`config.mk`:
```
export PLATFORM = sky130hd
export DESIGN_NAME = adc_status_flag_logic
export DESIGN_NICKNAME = d
export VERILOG_FILES = /design/src/pkg/adc_flag_pkg.sv /design/src/core/adc_status_flag_logic.sv
export VERILOG_INCLUDE_DIRS = /design/src /design/src/pkg
export SDC_FILE = /design/constraint.sdc
export NUM_CORES = 1
export LEC_CHECK = 0
export BUFFER_PORTS_ARGS = -buffer_cell sky130_fd_sc_hd__buf_2
export CAP_MARGIN = 0
export CORE_ASPECT_RATIO = 0.9
export CORE_MARGIN = 3
export CORE_UTILIZATION = 40
export DETAILED_ROUTE_END_ITERATION = 16
export GPL_ROUTABILITY_DRIVEN = 0
export GPL_TIMING_DRIVEN = 0
export PLACE_DENSITY_LB_ADDON = 0.1
export RECOVER_POWER = 50
export SLEW_MARGIN = 5
export SYNTH_ARGS = -nofsm -noshare
export SYNTH_HDL_FRONTEND = slang
export SYNTH_SLANG_ARGS = --single-unit
```
`constraint.sdc`:
```
create_clock -name mclk -period 10.4 [get_ports mclk]
set_input_delay 2.08 -clock mclk [delete_from_list [all_inputs] [get_ports mclk]]
set_output_delay 2.08 -clock mclk [all_outputs]
set_load 0.05 [all_outputs]
```
`src/pkg/adc_flag_consts.svh`:
```
`ifndef ADC_FLAG_CONSTS_SVH
`define ADC_FLAG_CONSTS_SVH

// Register word offsets (byte addresses on the plain register port)
`define OFS_CTRL    8'h00
`define OFS_MODE    8'h04
`define OFS_CHEN    8'h10
`define OFS_CHDIS   8'h14
`define OFS_CHSTAT  8'h18
`define OFS_STATUS  8'h1c
`define OFS_LAST    8'h20
`define OFS_IRQEN   8'h24
`define OFS_IRQST   8'h28
`define OFS_CHRES0  8'h30

// Field positions
`define CTRL_START  1
`define MODE_SLEEP  5
`define ST_READY    16
`define ST_GOVR     17
`define ST_OVR0     8
`define LAST_CH0    16

// Sticky interrupt bits
`define IRQ_DONE    0
`define IRQ_READY   1
`define IRQ_OVR     2
`define IRQ_W       3

`define ZERO32      32'h0000_0000

`endif

```
`src/pkg/adc_flag_pkg.sv`:
```
package adc_flag_pkg;

   // Register port request
   typedef struct packed {
      logic [7:0] addr;
      logic [31:0] wdata;
      logic wr;
      logic rd;
   } reg_req_t;

   // End of conversion report from the analog core
   typedef struct packed {
      logic valid;
      logic [2:0] chan;
      logic [9:0] data;
   } conv_end_t;

   typedef enum logic [1:0] {
      PWR_AWAKE,
      PWR_ARMED,
      PWR_ASLEEP
   } pwr_state_t;

endpackage

```
`src/core/adc_status_flag_logic.sv`:
```
// Contract
// - Only last-result reads clear data ready
// - Disabled channel end never sets data ready
// - Channel read never blocks data ready set
// - Disable elsewhere still stores, sets ready
// - Status read still updates general overrun
// - Channel read still sets general overrun
// - Disable elsewhere still raises both overruns
// - Status read clears channel overrun unless a new one is set that cycle
// - Result reads clear that channel's done
// - Channel disabled mid-conversion never flags done
// - Channel read clears only its own done
// - Sleep taken only after next conversion ends
//
// The address-and-strobe port and the placing of the registers were decided locally.
`timescale 1ns/100ps
`include "adc_flag_consts.svh"

module adc_status_flag_logic #(
   parameter int NCH = 8,
   parameter int DW = 10
) (
   // Clock and reset
   input wire logic mclk,
   input wire logic sys_rst,
   // Register port
   input wire adc_flag_pkg::reg_req_t regReq,
   output logic [31:0] regRdata,
   // Analog core
   input wire adc_flag_pkg::conv_end_t convEnd,
   output logic startConv,
   output logic sleepOut,
   // Interrupt
   output logic irq
);

   // ==========================================================
   // Decode
   // ==========================================================
   logic wrCtrl, wrMode, wrChEn, wrChDis, wrIrqEn, wrIrqSt;
   logic rdStatus, rdLast;
   logic [NCH-1:0] rdChan;
   logic [NCH-1:0] chEn_r, done_r, ovr_r, endHit, busyDis_r;
   logic dataReady_r, govr_r, sleepSel_r, sleepOut_r, startConv_r;
   logic [DW-1:0] chRes_r [NCH];
   logic [DW-1:0] lastRes_r;
   logic [2:0] lastCh_r;
   logic busy_r;
   logic [`IRQ_W-1:0] irqSt_r, irqEn_r, irqEv;
   logic [31:0] rdNxt, regRdata_r;
   logic irq_r;
   logic endOk, endDis, ovrEv;
   adc_flag_pkg::pwr_state_t pwr_r;

   assign wrCtrl = regReq.wr && regReq.addr == `OFS_CTRL;
   assign wrMode = regReq.wr && regReq.addr == `OFS_MODE;
   assign wrChEn = regReq.wr && regReq.addr == `OFS_CHEN;
   assign wrChDis = regReq.wr && regReq.addr == `OFS_CHDIS;
   assign wrIrqEn = regReq.wr && regReq.addr == `OFS_IRQEN;
   assign wrIrqSt = regReq.wr && regReq.addr == `OFS_IRQST;
   assign rdStatus = regReq.rd && regReq.addr == `OFS_STATUS;
   assign rdLast = regReq.rd && regReq.addr == `OFS_LAST;

   // Channel result words sit four bytes apart
   genvar g;
   generate
      for (g = 0; g < NCH; g++) begin : gDec
         assign rdChan[g] = regReq.rd &&
            regReq.addr == 8'(`OFS_CHRES0 + 4 * g);
         assign endHit[g] = convEnd.valid && convEnd.chan == 3'(g);
      end
   endgenerate

   // Channel state is judged by its own enable only; a disable
   // written this very cycle for another channel is irrelevant
   assign endOk = convEnd.valid && chEn_r[convEnd.chan];
   assign endDis = convEnd.valid && !chEn_r[convEnd.chan];

   // ==========================================================
   // Channel enables and in-flight disable tracking
   // ==========================================================
   // Enable and disable sit at separate addresses, never together
   always_ff @(posedge mclk or posedge sys_rst) begin
      if (sys_rst) begin
         chEn_r <= '0;
      end else if (wrChEn) begin
         chEn_r <= chEn_r | regReq.wdata[NCH-1:0];
      end else if (wrChDis) begin
         chEn_r <= chEn_r & ~regReq.wdata[NCH-1:0];
      end
   end

   always_ff @(posedge mclk or posedge sys_rst) begin
      if (sys_rst) begin
         busy_r <= 1'b0;
      end else if (startConv_r) begin
         busy_r <= 1'b1;
      end else if (convEnd.valid) begin
         busy_r <= 1'b0;
      end
   end

   // Remember channels turned off while a conversion runs, so that
   // its late end raises no done; an idle disable needs no memory,
   // as the enable itself already gates the flags
   always_ff @(posedge mclk or posedge sys_rst) begin
      if (sys_rst) begin
         busyDis_r <= '0;
      end else if (wrChDis && busy_r) begin
         busyDis_r <= (busyDis_r & ~endHit) |
            (chEn_r & regReq.wdata[NCH-1:0]);
      end else begin
         busyDis_r <= busyDis_r & ~endHit;
      end
   end

   // ==========================================================
   // Result storage
   // ==========================================================
   // A disabled channel's end leaves both result words alone, so a
   // stale conversion never passes for a fresh one
   always_ff @(posedge mclk or posedge sys_rst) begin
      if (sys_rst) begin
         lastRes_r <= '0;
         lastCh_r <= 3'h0;
         for (int i = 0; i < NCH; i++) begin
            chRes_r[i] <= '0;
         end
      end else if (endOk) begin
         lastRes_r <= convEnd.data;
         lastCh_r <= convEnd.chan;
         chRes_r[convEnd.chan] <= convEnd.data;
      end
   end

   // ==========================================================
   // Per-channel done and overrun flags
   // ==========================================================
   // Every flag gives the set priority over the read clear, so an
   // end of conversion in a read cycle is never lost
   generate
      for (g = 0; g < NCH; g++) begin : gFlag
         logic setDone, clrDone;
         // Done is set only for an enabled channel end, never
         // for one whose enable has dropped
         assign setDone = endHit[g] && chEn_r[g] && !busyDis_r[g];
         // Own read, or last read of its own data
         assign clrDone = rdChan[g] || (rdLast && lastCh_r == 3'(g));
         always_ff @(posedge mclk or posedge sys_rst) begin
            if (sys_rst) begin
               done_r[g] <= 1'b0;
            end else if (setDone) begin
               done_r[g] <= 1'b1;
            end else if (clrDone) begin
               done_r[g] <= 1'b0;
            end
         end
         always_ff @(posedge mclk or posedge sys_rst) begin
            if (sys_rst) begin
               ovr_r[g] <= 1'b0;
            end else if (setDone && done_r[g]) begin
               ovr_r[g] <= 1'b1;
            end else if (rdStatus) begin
               ovr_r[g] <= 1'b0;
            end
         end
      end
   endgenerate

   // ==========================================================
   // Global data ready and general overrun
   // ==========================================================
   always_ff @(posedge mclk or posedge sys_rst) begin
      if (sys_rst) begin
         dataReady_r <= 1'b0;
      end else if (endOk) begin
         dataReady_r <= 1'b1;
      end else if (rdLast) begin
         // Channel reads leave it alone; only the last result clears
         dataReady_r <= 1'b0;
      end
   end

   // Set wins over the read clear, whatever else is read
   always_ff @(posedge mclk or posedge sys_rst) begin
      if (sys_rst) begin
         govr_r <= 1'b0;
      end else if (endOk && dataReady_r) begin
         govr_r <= 1'b1;
      end else if (rdStatus) begin
         govr_r <= 1'b0;
      end
   end

   // ==========================================================
   // Start and sleep
   // ==========================================================
   always_ff @(posedge mclk or posedge sys_rst) begin
      if (sys_rst) begin
         startConv_r <= 1'b0;
      end else begin
         // The visible sleep level blocks too, so a start is never
         // taken while software still sees the core asleep
         startConv_r <= wrCtrl && regReq.wdata[`CTRL_START] &&
            pwr_r != adc_flag_pkg::PWR_ASLEEP && !sleepOut_r;
      end
   end

   always_ff @(posedge mclk or posedge sys_rst) begin
      if (sys_rst) begin
         sleepSel_r <= 1'b0;
      end else if (wrMode) begin
         // Only arms; an idle core stays awake until a conversion ends
         sleepSel_r <= regReq.wdata[`MODE_SLEEP];
      end
   end

   // Sleep is armed by the select and taken only at a conversion
   // end; a start after the select gets there soonest
   // Clearing the select wakes the core at once, armed or asleep
   always_ff @(posedge mclk or posedge sys_rst) begin
      if (sys_rst) begin
         pwr_r <= adc_flag_pkg::PWR_AWAKE;
      end else begin
         case (pwr_r)
            adc_flag_pkg::PWR_AWAKE: begin
               if (sleepSel_r) begin
                  pwr_r <= adc_flag_pkg::PWR_ARMED;
               end
            end
            adc_flag_pkg::PWR_ARMED: begin
               if (!sleepSel_r) begin
                  pwr_r <= adc_flag_pkg::PWR_AWAKE;
               end else if (convEnd.valid) begin
                  pwr_r <= adc_flag_pkg::PWR_ASLEEP;
               end
            end
            adc_flag_pkg::PWR_ASLEEP: begin
               if (!sleepSel_r) begin
                  pwr_r <= adc_flag_pkg::PWR_AWAKE;
               end
            end
            default: pwr_r <= adc_flag_pkg::PWR_AWAKE;
         endcase
      end
   end

   always_ff @(posedge mclk or posedge sys_rst) begin
      if (sys_rst) begin
         sleepOut_r <= 1'b0;
      end else begin
         sleepOut_r <= pwr_r == adc_flag_pkg::PWR_ASLEEP;
      end
   end

   // ==========================================================
   // Interrupts
   // ==========================================================
   // Overrun is an event: a second end before its done is read, or
   // a new result while the previous one is still unread
   assign ovrEv = |(endHit & chEn_r & ~busyDis_r & done_r) |
      (endOk & dataReady_r);
   assign irqEv = {ovrEv, endOk, |(endHit & chEn_r & ~busyDis_r)};

   always_ff @(posedge mclk or posedge sys_rst) begin
      if (sys_rst) begin
         irqSt_r <= '0;
      end else if (wrIrqSt) begin
         // Ones clear, but an event in the same cycle wins
         irqSt_r <= (irqSt_r & ~regReq.wdata[`IRQ_W-1:0]) | irqEv;
      end else begin
         irqSt_r <= irqSt_r | irqEv;
      end
   end

   always_ff @(posedge mclk or posedge sys_rst) begin
      if (sys_rst) begin
         irqEn_r <= '0;
      end else if (wrIrqEn) begin
         irqEn_r <= regReq.wdata[`IRQ_W-1:0];
      end
   end

   always_ff @(posedge mclk or posedge sys_rst) begin
      if (sys_rst) begin
         irq_r <= 1'b0;
      end else begin
         // The mask gates only the pin; status bits keep collecting
         irq_r <= |(irqSt_r & irqEn_r);
      end
   end

   // ==========================================================
   // Read data, one cycle after the strobe
   // ==========================================================
   // Read side effects act at the strobe edge; the word returned is
   // the state just before them
   always_comb begin
      rdNxt = `ZERO32;
      if (regReq.rd) begin
         case (regReq.addr)
            `OFS_MODE: rdNxt[`MODE_SLEEP] = sleepSel_r;
            `OFS_CHSTAT: rdNxt[NCH-1:0] = chEn_r;
            `OFS_STATUS: begin
               rdNxt[NCH-1:0] = done_r;
               rdNxt[`ST_OVR0 +: NCH] = ovr_r;
               rdNxt[`ST_READY] = dataReady_r;
               rdNxt[`ST_GOVR] = govr_r;
            end
            `OFS_LAST: begin
               rdNxt[DW-1:0] = lastRes_r;
               rdNxt[`LAST_CH0 +: 3] = lastCh_r;
            end
            `OFS_IRQEN: rdNxt[`IRQ_W-1:0] = irqEn_r;
            `OFS_IRQST: rdNxt[`IRQ_W-1:0] = irqSt_r;
            default: begin
               for (int i = 0; i < NCH; i++) begin
                  if (rdChan[i]) begin
                     rdNxt[DW-1:0] = chRes_r[i];
                  end
               end
            end
         endcase
      end
   end

   always_ff @(posedge mclk or posedge sys_rst) begin
      if (sys_rst) begin
         regRdata_r <= `ZERO32;
      end else begin
         regRdata_r <= rdNxt;
      end
   end

   assign regRdata = regRdata_r;
   assign startConv = startConv_r;
   assign sleepOut = sleepOut_r;
   assign irq = irq_r;

endmodule // adc_status_flag_logic

```
==> summary.md, run 1 <==
| Metric | Value |
|---|---|
| Routed Wire Length | `22500 µm` |
| Die W | `152 µm` |
| Pin count of the biggest net entering global routing | `128` |
| Skew-Pair Late Insertion Delay | `0.44 ns` |
| Setup ws final | `6.43 ns` |
| Hold Crit Class | `reg2reg` |
| Minimum clock period | `3.97 ns` |
| Sequential cell area | `0.00398 mm²` |
| Critical Path Fanout Max | `10` |
| N_diodes | `0` |
| CP Capture Type | `register` |
| Ys flop type | `dfrtp_1` |
| Worst-margin pin slew | `1.56 ns` |
| Final number of setup-violating endpoints | `0` |
| Final Max Tran Viols | `33` |
| Vias in the first global route | `5813` |
| Placed wire-length estimate after detailed placement | `15500 µm` |
| Worst Hold Depth | `1` |
| Fin area | `0.00887 mm²` |
| Reported max-cap violation count | `1` |
| CTS Sinks | `159` |
| Leak | `4.28 nW` |
| Setup bufs post-CTS | `0` |
| Share of cells above drive strength 1 | `32.6%` |
| Layout Area Growth over Synthesis | `15.8%` |
| Hold wc startpoint | `pwr_r[0]$_DFFE_PP0P_` |
| Synth Warn # | `0` |
| Commonest non-fill, non-tap cells in the layout | `dfrtp_1, mux2_2, buf_2` |
| Rows | `47` |
| Dpl cells | `957` |
| Register area share after synthesis | `51.9%` |
| RR Endpoint | `irqSt_r[2]$_DFF_PP0_` |
| Post-synth EDFFs | `0` |
| Clock Path Buffers | `2` |
| CTS tree | `done` |
| DR DRC count | `0` |
| Unrepaired setup endpoints after global routing | `false` |
| CP required | `10.72 ns` |
| Fmax achieved | `252 MHz` |
| Vias per cell | `5.83` |
| TritonRoute pass-1 iters | `6` |
| Final Hold Fails | `0` |
| Worst setup SP type | `primary input` |
| Post-synthesis cell type count | `68` |
| Setup slack, reg-to-reg | `8.16 ns` |
| Die height | `137 µm` |
| Initial antenna violation count | `0` |
| Nets | `789` |
| Final worst-path cycle share | `38.1%` |
| Die area | `0.0209 mm²` |
| Core area | `0.0186 mm²` |
| Hold Slack | `0.463 ns` |
| Crit Path Category | `in2reg` |
| Setup TNS | `0 ns` |
| Vias | `5756` |
| Port Buffer Count | `55` |
| Worst Clk Skew | `0.0149 ns` |
| Grt total ovfl | `0` |
| Peak supply drop | `110 µV` |
| Cells after synthesis | `644` |
| Syn_area_per_cell | `11.9 µm²` |
| Routed length per placed instance | `22.8 µm` |
| GRT Overall Usage | `22.2%` |
| Fillers | `1731` |
| Slew margin rel. | `-4.57%` |
| Worst-path clk slew | `0.06 ns` |
| Starting Density | `41.2%` |
| Most common cell after layout, fill and taps aside | `dfrtp_1` |
| Pwr Total | `1.42 mW` |
| Post_cts resized | `0` |
| Post-synthesis async set-or-reset flop share | `100%` |
| R2r worst-path depth | `7` |
| H-tree level count | `4` |
| TritonCTS Buffers | `17` |
| Area of the multi-input gates | `0.00338 mm²` |
| Status | `complete, but fails checks` |
| First-pass GRT wire length | `35000 µm` |
| P per Cell Area | `160 mW/mm²` |
| Hold Path End | `sleepOut$_DFF_PP0_` |
| Post-route insts no fill | `987` |
| 1st-iter DRT viols | `670` |
| Placed Area | `0.00832 mm²` |
| Critical path arrival | `4.29 ns` |
| Boundary Pins | `93` |
| Placement Setup Slack | `6.04 ns` |
| Synthesized area | `0.00766 mm²` |
| Root buffer cell | `clkbuf_16` |
| Hold buffers post-CTS | `0` |
| Yosys reg bits | `159` |
| Failing checks | `max-capacitance violations, max-slew violations` |
| DRT antenna net count | `0` |
| Final core occ | `47.8%` |
## worst max path at each step
stage / end / cells after the start / slack, ns / startpoint
6_report: ovr_r[2]$_DFFE_PP0P_ / 7 / 6.43 / regReq[39]
3_5_place_dp: ovr_r[0]$_DFFE_PP0P_ / 7 / 6.04 / regReq[39]
3_3_place_gp: regRdata[6]$_DFF_PP0_ / 2 / 2.30 / sys_rst
5_1_grt: ovr_r[2]$_DFFE_PP0P_ / 7 / 6.39 / regReq[39]
2_1_floorplan: asynchronous set/reset pin / 1 / 4.03 / sys_rst
4_1_cts: ovr_r[0]$_DFFE_PP0P_ / 7 / 6.51 / regReq[39]
## logic make-up after synthesis
logic type | Yosys count | share of synthesized area (%)
flops | 159 | 51.9
simple gates | 159 | 11.5
compound gates | 130 | 12.6
mux | 130 | 19.4
buf+inv | 65 | 4.47
other cells | 1 | 0.0489
## registers in the layout, summed over array words and instances (netlist names), named ones only
register	flops
busyDis_r	8
busy_r	1
chRes_r	80
dataReady_r	1
done_r	8
govr_r	1
irq	1
irqEn_r	3
irqSt_r	3
lastCh_r	3
lastRes_r	10
ovr_r	8
pwr_r	2
regRdata	19
sleepOut	1
sleepSel_r	1
startConv	1
## worst max-delay path, cell delays in order
cell and delay [ns]:
buf_2 0.14, nor4b_2 0.70, and4_1 0.38, buf_2 0.20
buf_2 0.21, nand2_1 0.25, a22o_1 0.33
## area by class of cell
cell class | count | area share, %
Sequential cell | 159 | 44.8
Multi-Input combinational cell | 432 | 38.1
Clock buffer | 19 | 4.99
Tap cell | 245 | 3.45
Timing Repair Buffer | 56 | 3.37
Buffer | 53 | 3.34
Clock inverter | 11 | 1.34
Inverter | 12 | 0.522
## power breakdown
group	internal [mW]	switching, mW
Sequential	0.652	0.0258
Combinational	0.0549	0.0819
Clock	0.355	0.251
## per-layer routing
metal / GRT usage [%] / up-vias / part of all wire, %
li1: - / 2552 / -
met1: 31.1 / 2959 / 46
met2: 34.4 / 214 / 45
met3: 5.56 / 31 / 6.8
met4: 6.89 / 0 / 1.8
met5: 0 / - / 0
## synth_stat cells, drive strengths merged, types with 3 or more instances
cell	count	area, µm²
nand3	12	65.1
a32o	9	90.1
a31oi	5	31.3
mux4	4	90.1
nor2	24	90.1
clkbuf	16	60.1
inv	12	45.0
o21a	3	22.5
a2bb2oi	4	35.0
nand4	4	25.0
a221o	5	50.1
a21o	5	37.5
nor2b	7	43.8
nand3b	3	22.5
a22o	18	158
or2	5	31.3
o21ai	30	150
dfrtp	159	3980
buf	37	238
o221ai	7	61.3
nor3b	4	35.0
or3	5	31.3
and4	4	35.0
o2bb2ai	3	26.3
mux2i	18	180
nand4b	3	26.3
a21oi	13	65.1
nand2	41	154
nand2b	5	31.3
mux2	108	1220
a22oi	10	75.1
nor3	14	75.1
and3	12	75.1
(Power assumes the default switching activity.)
==> inputs of run 2 (changes only) <==
==> constraint.sdc (replaced) <==
create_clock -name mclk -period 4 [get_ports mclk]
set_input_delay 0.8 -clock mclk [delete_from_list [all_inputs] [get_ports mclk]]
set_output_delay 0.8 -clock mclk [all_outputs]
set_load 0.05 [all_outputs]
==> summary.md, run 2 (synthesis gave the netlist of run 1 again) <==
| Metric | Value |
|---|---|
| Minimum clock period | `2.89 ns` |
| Most common cell after layout, fill and taps aside | `dfrtp_1` |
| Initial antenna violation count | `0 (unchanged)` |
| TritonRoute pass-1 iters | `5 (-1)` |
| Switch share | `25.9% (+0.64 points)` |
| Max FFs per register | `80 (unchanged)` |
| Grt total ovfl | `0 (unchanged)` |
| 1st-iter DRT viols | `528 (-21%)` |
| Root buffer cell | `clkbuf_16` |
| NetSw | `974 µW (+170%)` |
| Largest delay share family, worst path | `buffers and inverters` |
| Fillers | `1714 (-0.98%)` |
| CP endpoint | `lastRes_r[3]$_DFFE_PP0P_` |
| Sequential power share | `46.8% (-0.9 points)` |
| Slew margin rel. | `-17.4% (-13 points)` |
| Status | `complete, but fails checks` |
| TritonCTS Buffers | `17 (unchanged)` |
| P per Cell Area | `420 mW/mm² (+160%)` |
| Clock Path Buffers | `2 (unchanged)` |
| Vias | `5751 (-0.087%)` |
| Placed wire-length estimate after detailed placement | `15900 µm (+2.2%)` |
| Post_cts resized | `0 (unchanged)` |
| Routed length per placed instance | `22.6 µm (-0.92%)` |
| Final Hold Fails | `0 (unchanged)` |
| GRT met1 Usage | `29.7% (-1.4 points)` |
| H-tree level count | `4 (unchanged)` |
| Vias per cell | `5.80 (-0.59%)` |
| Commonest non-fill, non-tap cells in the layout | `dfrtp_1, mux2_2, buf_2` |
| Die area | `0.0209 mm² (unchanged)` |
| CP required | `4.21 ns (-6.51 ns)` |
| Die height | `137 µm (unchanged)` |
| Hold wc startpoint | `pwr_r[0]$_DFFE_PP0P_` |
| Rows | `47 (unchanged)` |
| Worst-margin pin slew | `1.76 ns (+0.202 ns)` |
| Peak supply drop | `242 µV (+120%)` |
| Nets | `792 (+0.38%)` |
| DRT antenna net count | `0 (unchanged)` |
| GRT Max-Usage Layer | `met2` |
| Setup TNS | `0 ns (unchanged)` |
| Layout Area Growth over Synthesis | `16.9%` |
| Comb pwr share | `9.6% (about the same)` |
| Final worst-path cycle share | `72.3%` |
| Critical path depth | `3 (-4)` |
| Cell chain of the critical path | `buf_2, clkinvlp_2, clkbuf_1` |
| Setup slack, reg-to-reg | `1.83 ns (-6.33 ns)` |
| CTS Sinks | `159 (unchanged)` |
| Reported max-cap violation count | `1 (unchanged)` |
| R2r worst-path depth | `7 (unchanged)` |
| CP Capture Type | `asynchronous set/reset pin` |
| Setup bufs post-CTS | `0 (unchanged)` |
| Met2 usage | `34.6% (+0.17 points)` |
| Worst setup startpoint | `sys_rst` |
| RR Endpoint | `irqSt_r[2]$_DFF_PP0_` |
| Hold Crit Class | `reg2reg` |
| Crit Path Category | `in2async` |
| Starting Density | `41.2% (unchanged)` |
| Routing usage on met3 | `6.09% (+0.53 points)` |
| Skew-Pair Late Insertion Delay | `0.43 ns (about the same)` |
| Vias in the first global route | `5819 (+0.10%)` |
| Leak | `4.32 nW (+0.94%)` |
| Hold buffers post-CTS | `0 (unchanged)` |
| Die W | `152 µm (unchanged)` |
| Internal power | `2.79 mW (+160%)` |
| Worst-path clk slew | `0.07 ns (about the same)` |
| Share of cells above drive strength 1 | `33.3% (+0.72 points)` |
| First-pass GRT wire length | `34700 µm (-1.0%)` |
| GRT Overall Usage | `21.9% (-0.28 points)` |
| Routed Wire Length | `22400 µm (-0.42%)` |
| Critical path arrival | `3.10 ns (-1.19 ns)` |
| CTS tree | `done` |
| Boundary Pins | `93 (unchanged)` |
| Core area | `0.0186 mm² (unchanged)` |
| Failing checks | `max-capacitance violations, max-slew violations` |
| Slowest stage delay, CP | `1.34 ns (+0.64 ns)` |
| Pin count of the biggest net entering global routing | `42 (-67%)` |
| Part of the power in the clock network | `43.6% (+1.0 points)` |
| Dpl cells | `960 (+0.31%)` |
| N_diodes | `0 (unchanged)` |
| Final Max Tran Viols | `27 (-18%)` |
| Worst setup SP type | `primary input` |
| Post-route insts no fill | `992 (+0.51%)` |
| DR DRC count | `0 (unchanged)` |
| Worst Path Buf+Inv | `3 (unchanged)` |
| Final number of setup-violating endpoints | `0 (unchanged)` |
| Worst Clk Skew | `0.00898 ns (-0.00590 ns)` |
| Fmax achieved | `346 MHz` |
| Largest Register | `chRes_r` |
| Port Buffer Count | `55 (unchanged)` |
| Cell at the slowest stage of the critical path | `clkbuf_1` |
| Unrepaired setup endpoints after global routing | `false` |
| Critical Path Fanout Max | `31 (+21)` |
==> run 2: cell count changes in the layout (fill, tap and decap cells not counted), sizes merged <==
cell | before | now
buf | 89 | 93
clkbuf | 39 | 37
inv | 11 | 14
==> run 2: cell type report <==
cell class | count | area (µm²) | share of cell area, %
sequential | 159 | 3980 | 44.4
multi-input combinational | 432 | 3380 | 37.8
buffer | 53 | 297 | 3.31
timing repair buffer | 59 | 345 | 3.86
clock inverter | 14 | 159 | 1.77
clock buffer | 18 | 439 | 4.90
inverter | 12 | 46.3 | 0.517
tap | 245 | 307 | 3.42
==> run 2: how the worst min path moves through the flow <==
stage	endpoint	slack, ns	cells after the start
floorplan	sleepOut$_DFF_PP0_	0.42	1
global placement	busy_r$_DFFE_PP0P_	0.44	1
detailed placement	ovr_r[4]$_DFFE_PP0P_	0.45	2
CTS	sleepOut$_DFF_PP0_	0.46	1
global route	ovr_r[6]$_DFFE_PP0P_	0.49	1
finish	sleepOut$_DFF_PP0_	0.46	1
==> run 2: layer usage <==
layer  up-vias  wire (µm)
met5         -          0
met4         0        427
met3        29       1710
met2       240      10300
met1      2919      10000
li1       2563          -
==> run 2: worst reg2reg max path, cell delays in order, from the launching register on <==
cell and delay [ns]:
dfrtp_1 0.46, mux4_2 0.49, inv_1 0.07, a21oi_1 0.09
o21a_1 0.12, buf_6 0.16, buf_6 0.17, a2111o_1 0.48
==> run 2: through the flow <==
step	utilization, %	power [mW]	area [µm²]	hold WS, ns	setup WS [ns]
6_report	48.2	3.76	8960	0.456	1.11
5_1_grt	48.2	3.89	8960	0.487	0.648
4_1_cts	48.3	3.79	8980	0.463	1.38
3_5_place_dp	45.1	2.15	8380	0.454	0.920
3_3_place_gp	44.6	2.13	8290	0.438	0.192
2_1_floorplan	-	2.01	7710	0.425	1.19
==> run 2: power by group through the flow <==
| stage | clock network [mW] | logic, mW | registers (mW) |
|---|---|---|---|
| 5_1_grt | 1.73 | 0.394 | 1.77 |
| 4_1_cts | 1.67 | 0.364 | 1.76 |
| 6_report | 1.64 | 0.361 | 1.76 |
| 3_3_place_gp | 0 | 0.344 | 1.79 |
| 2_1_floorplan | 0 | 0.240 | 1.77 |
| 3_5_place_dp | 0 | 0.363 | 1.79 |
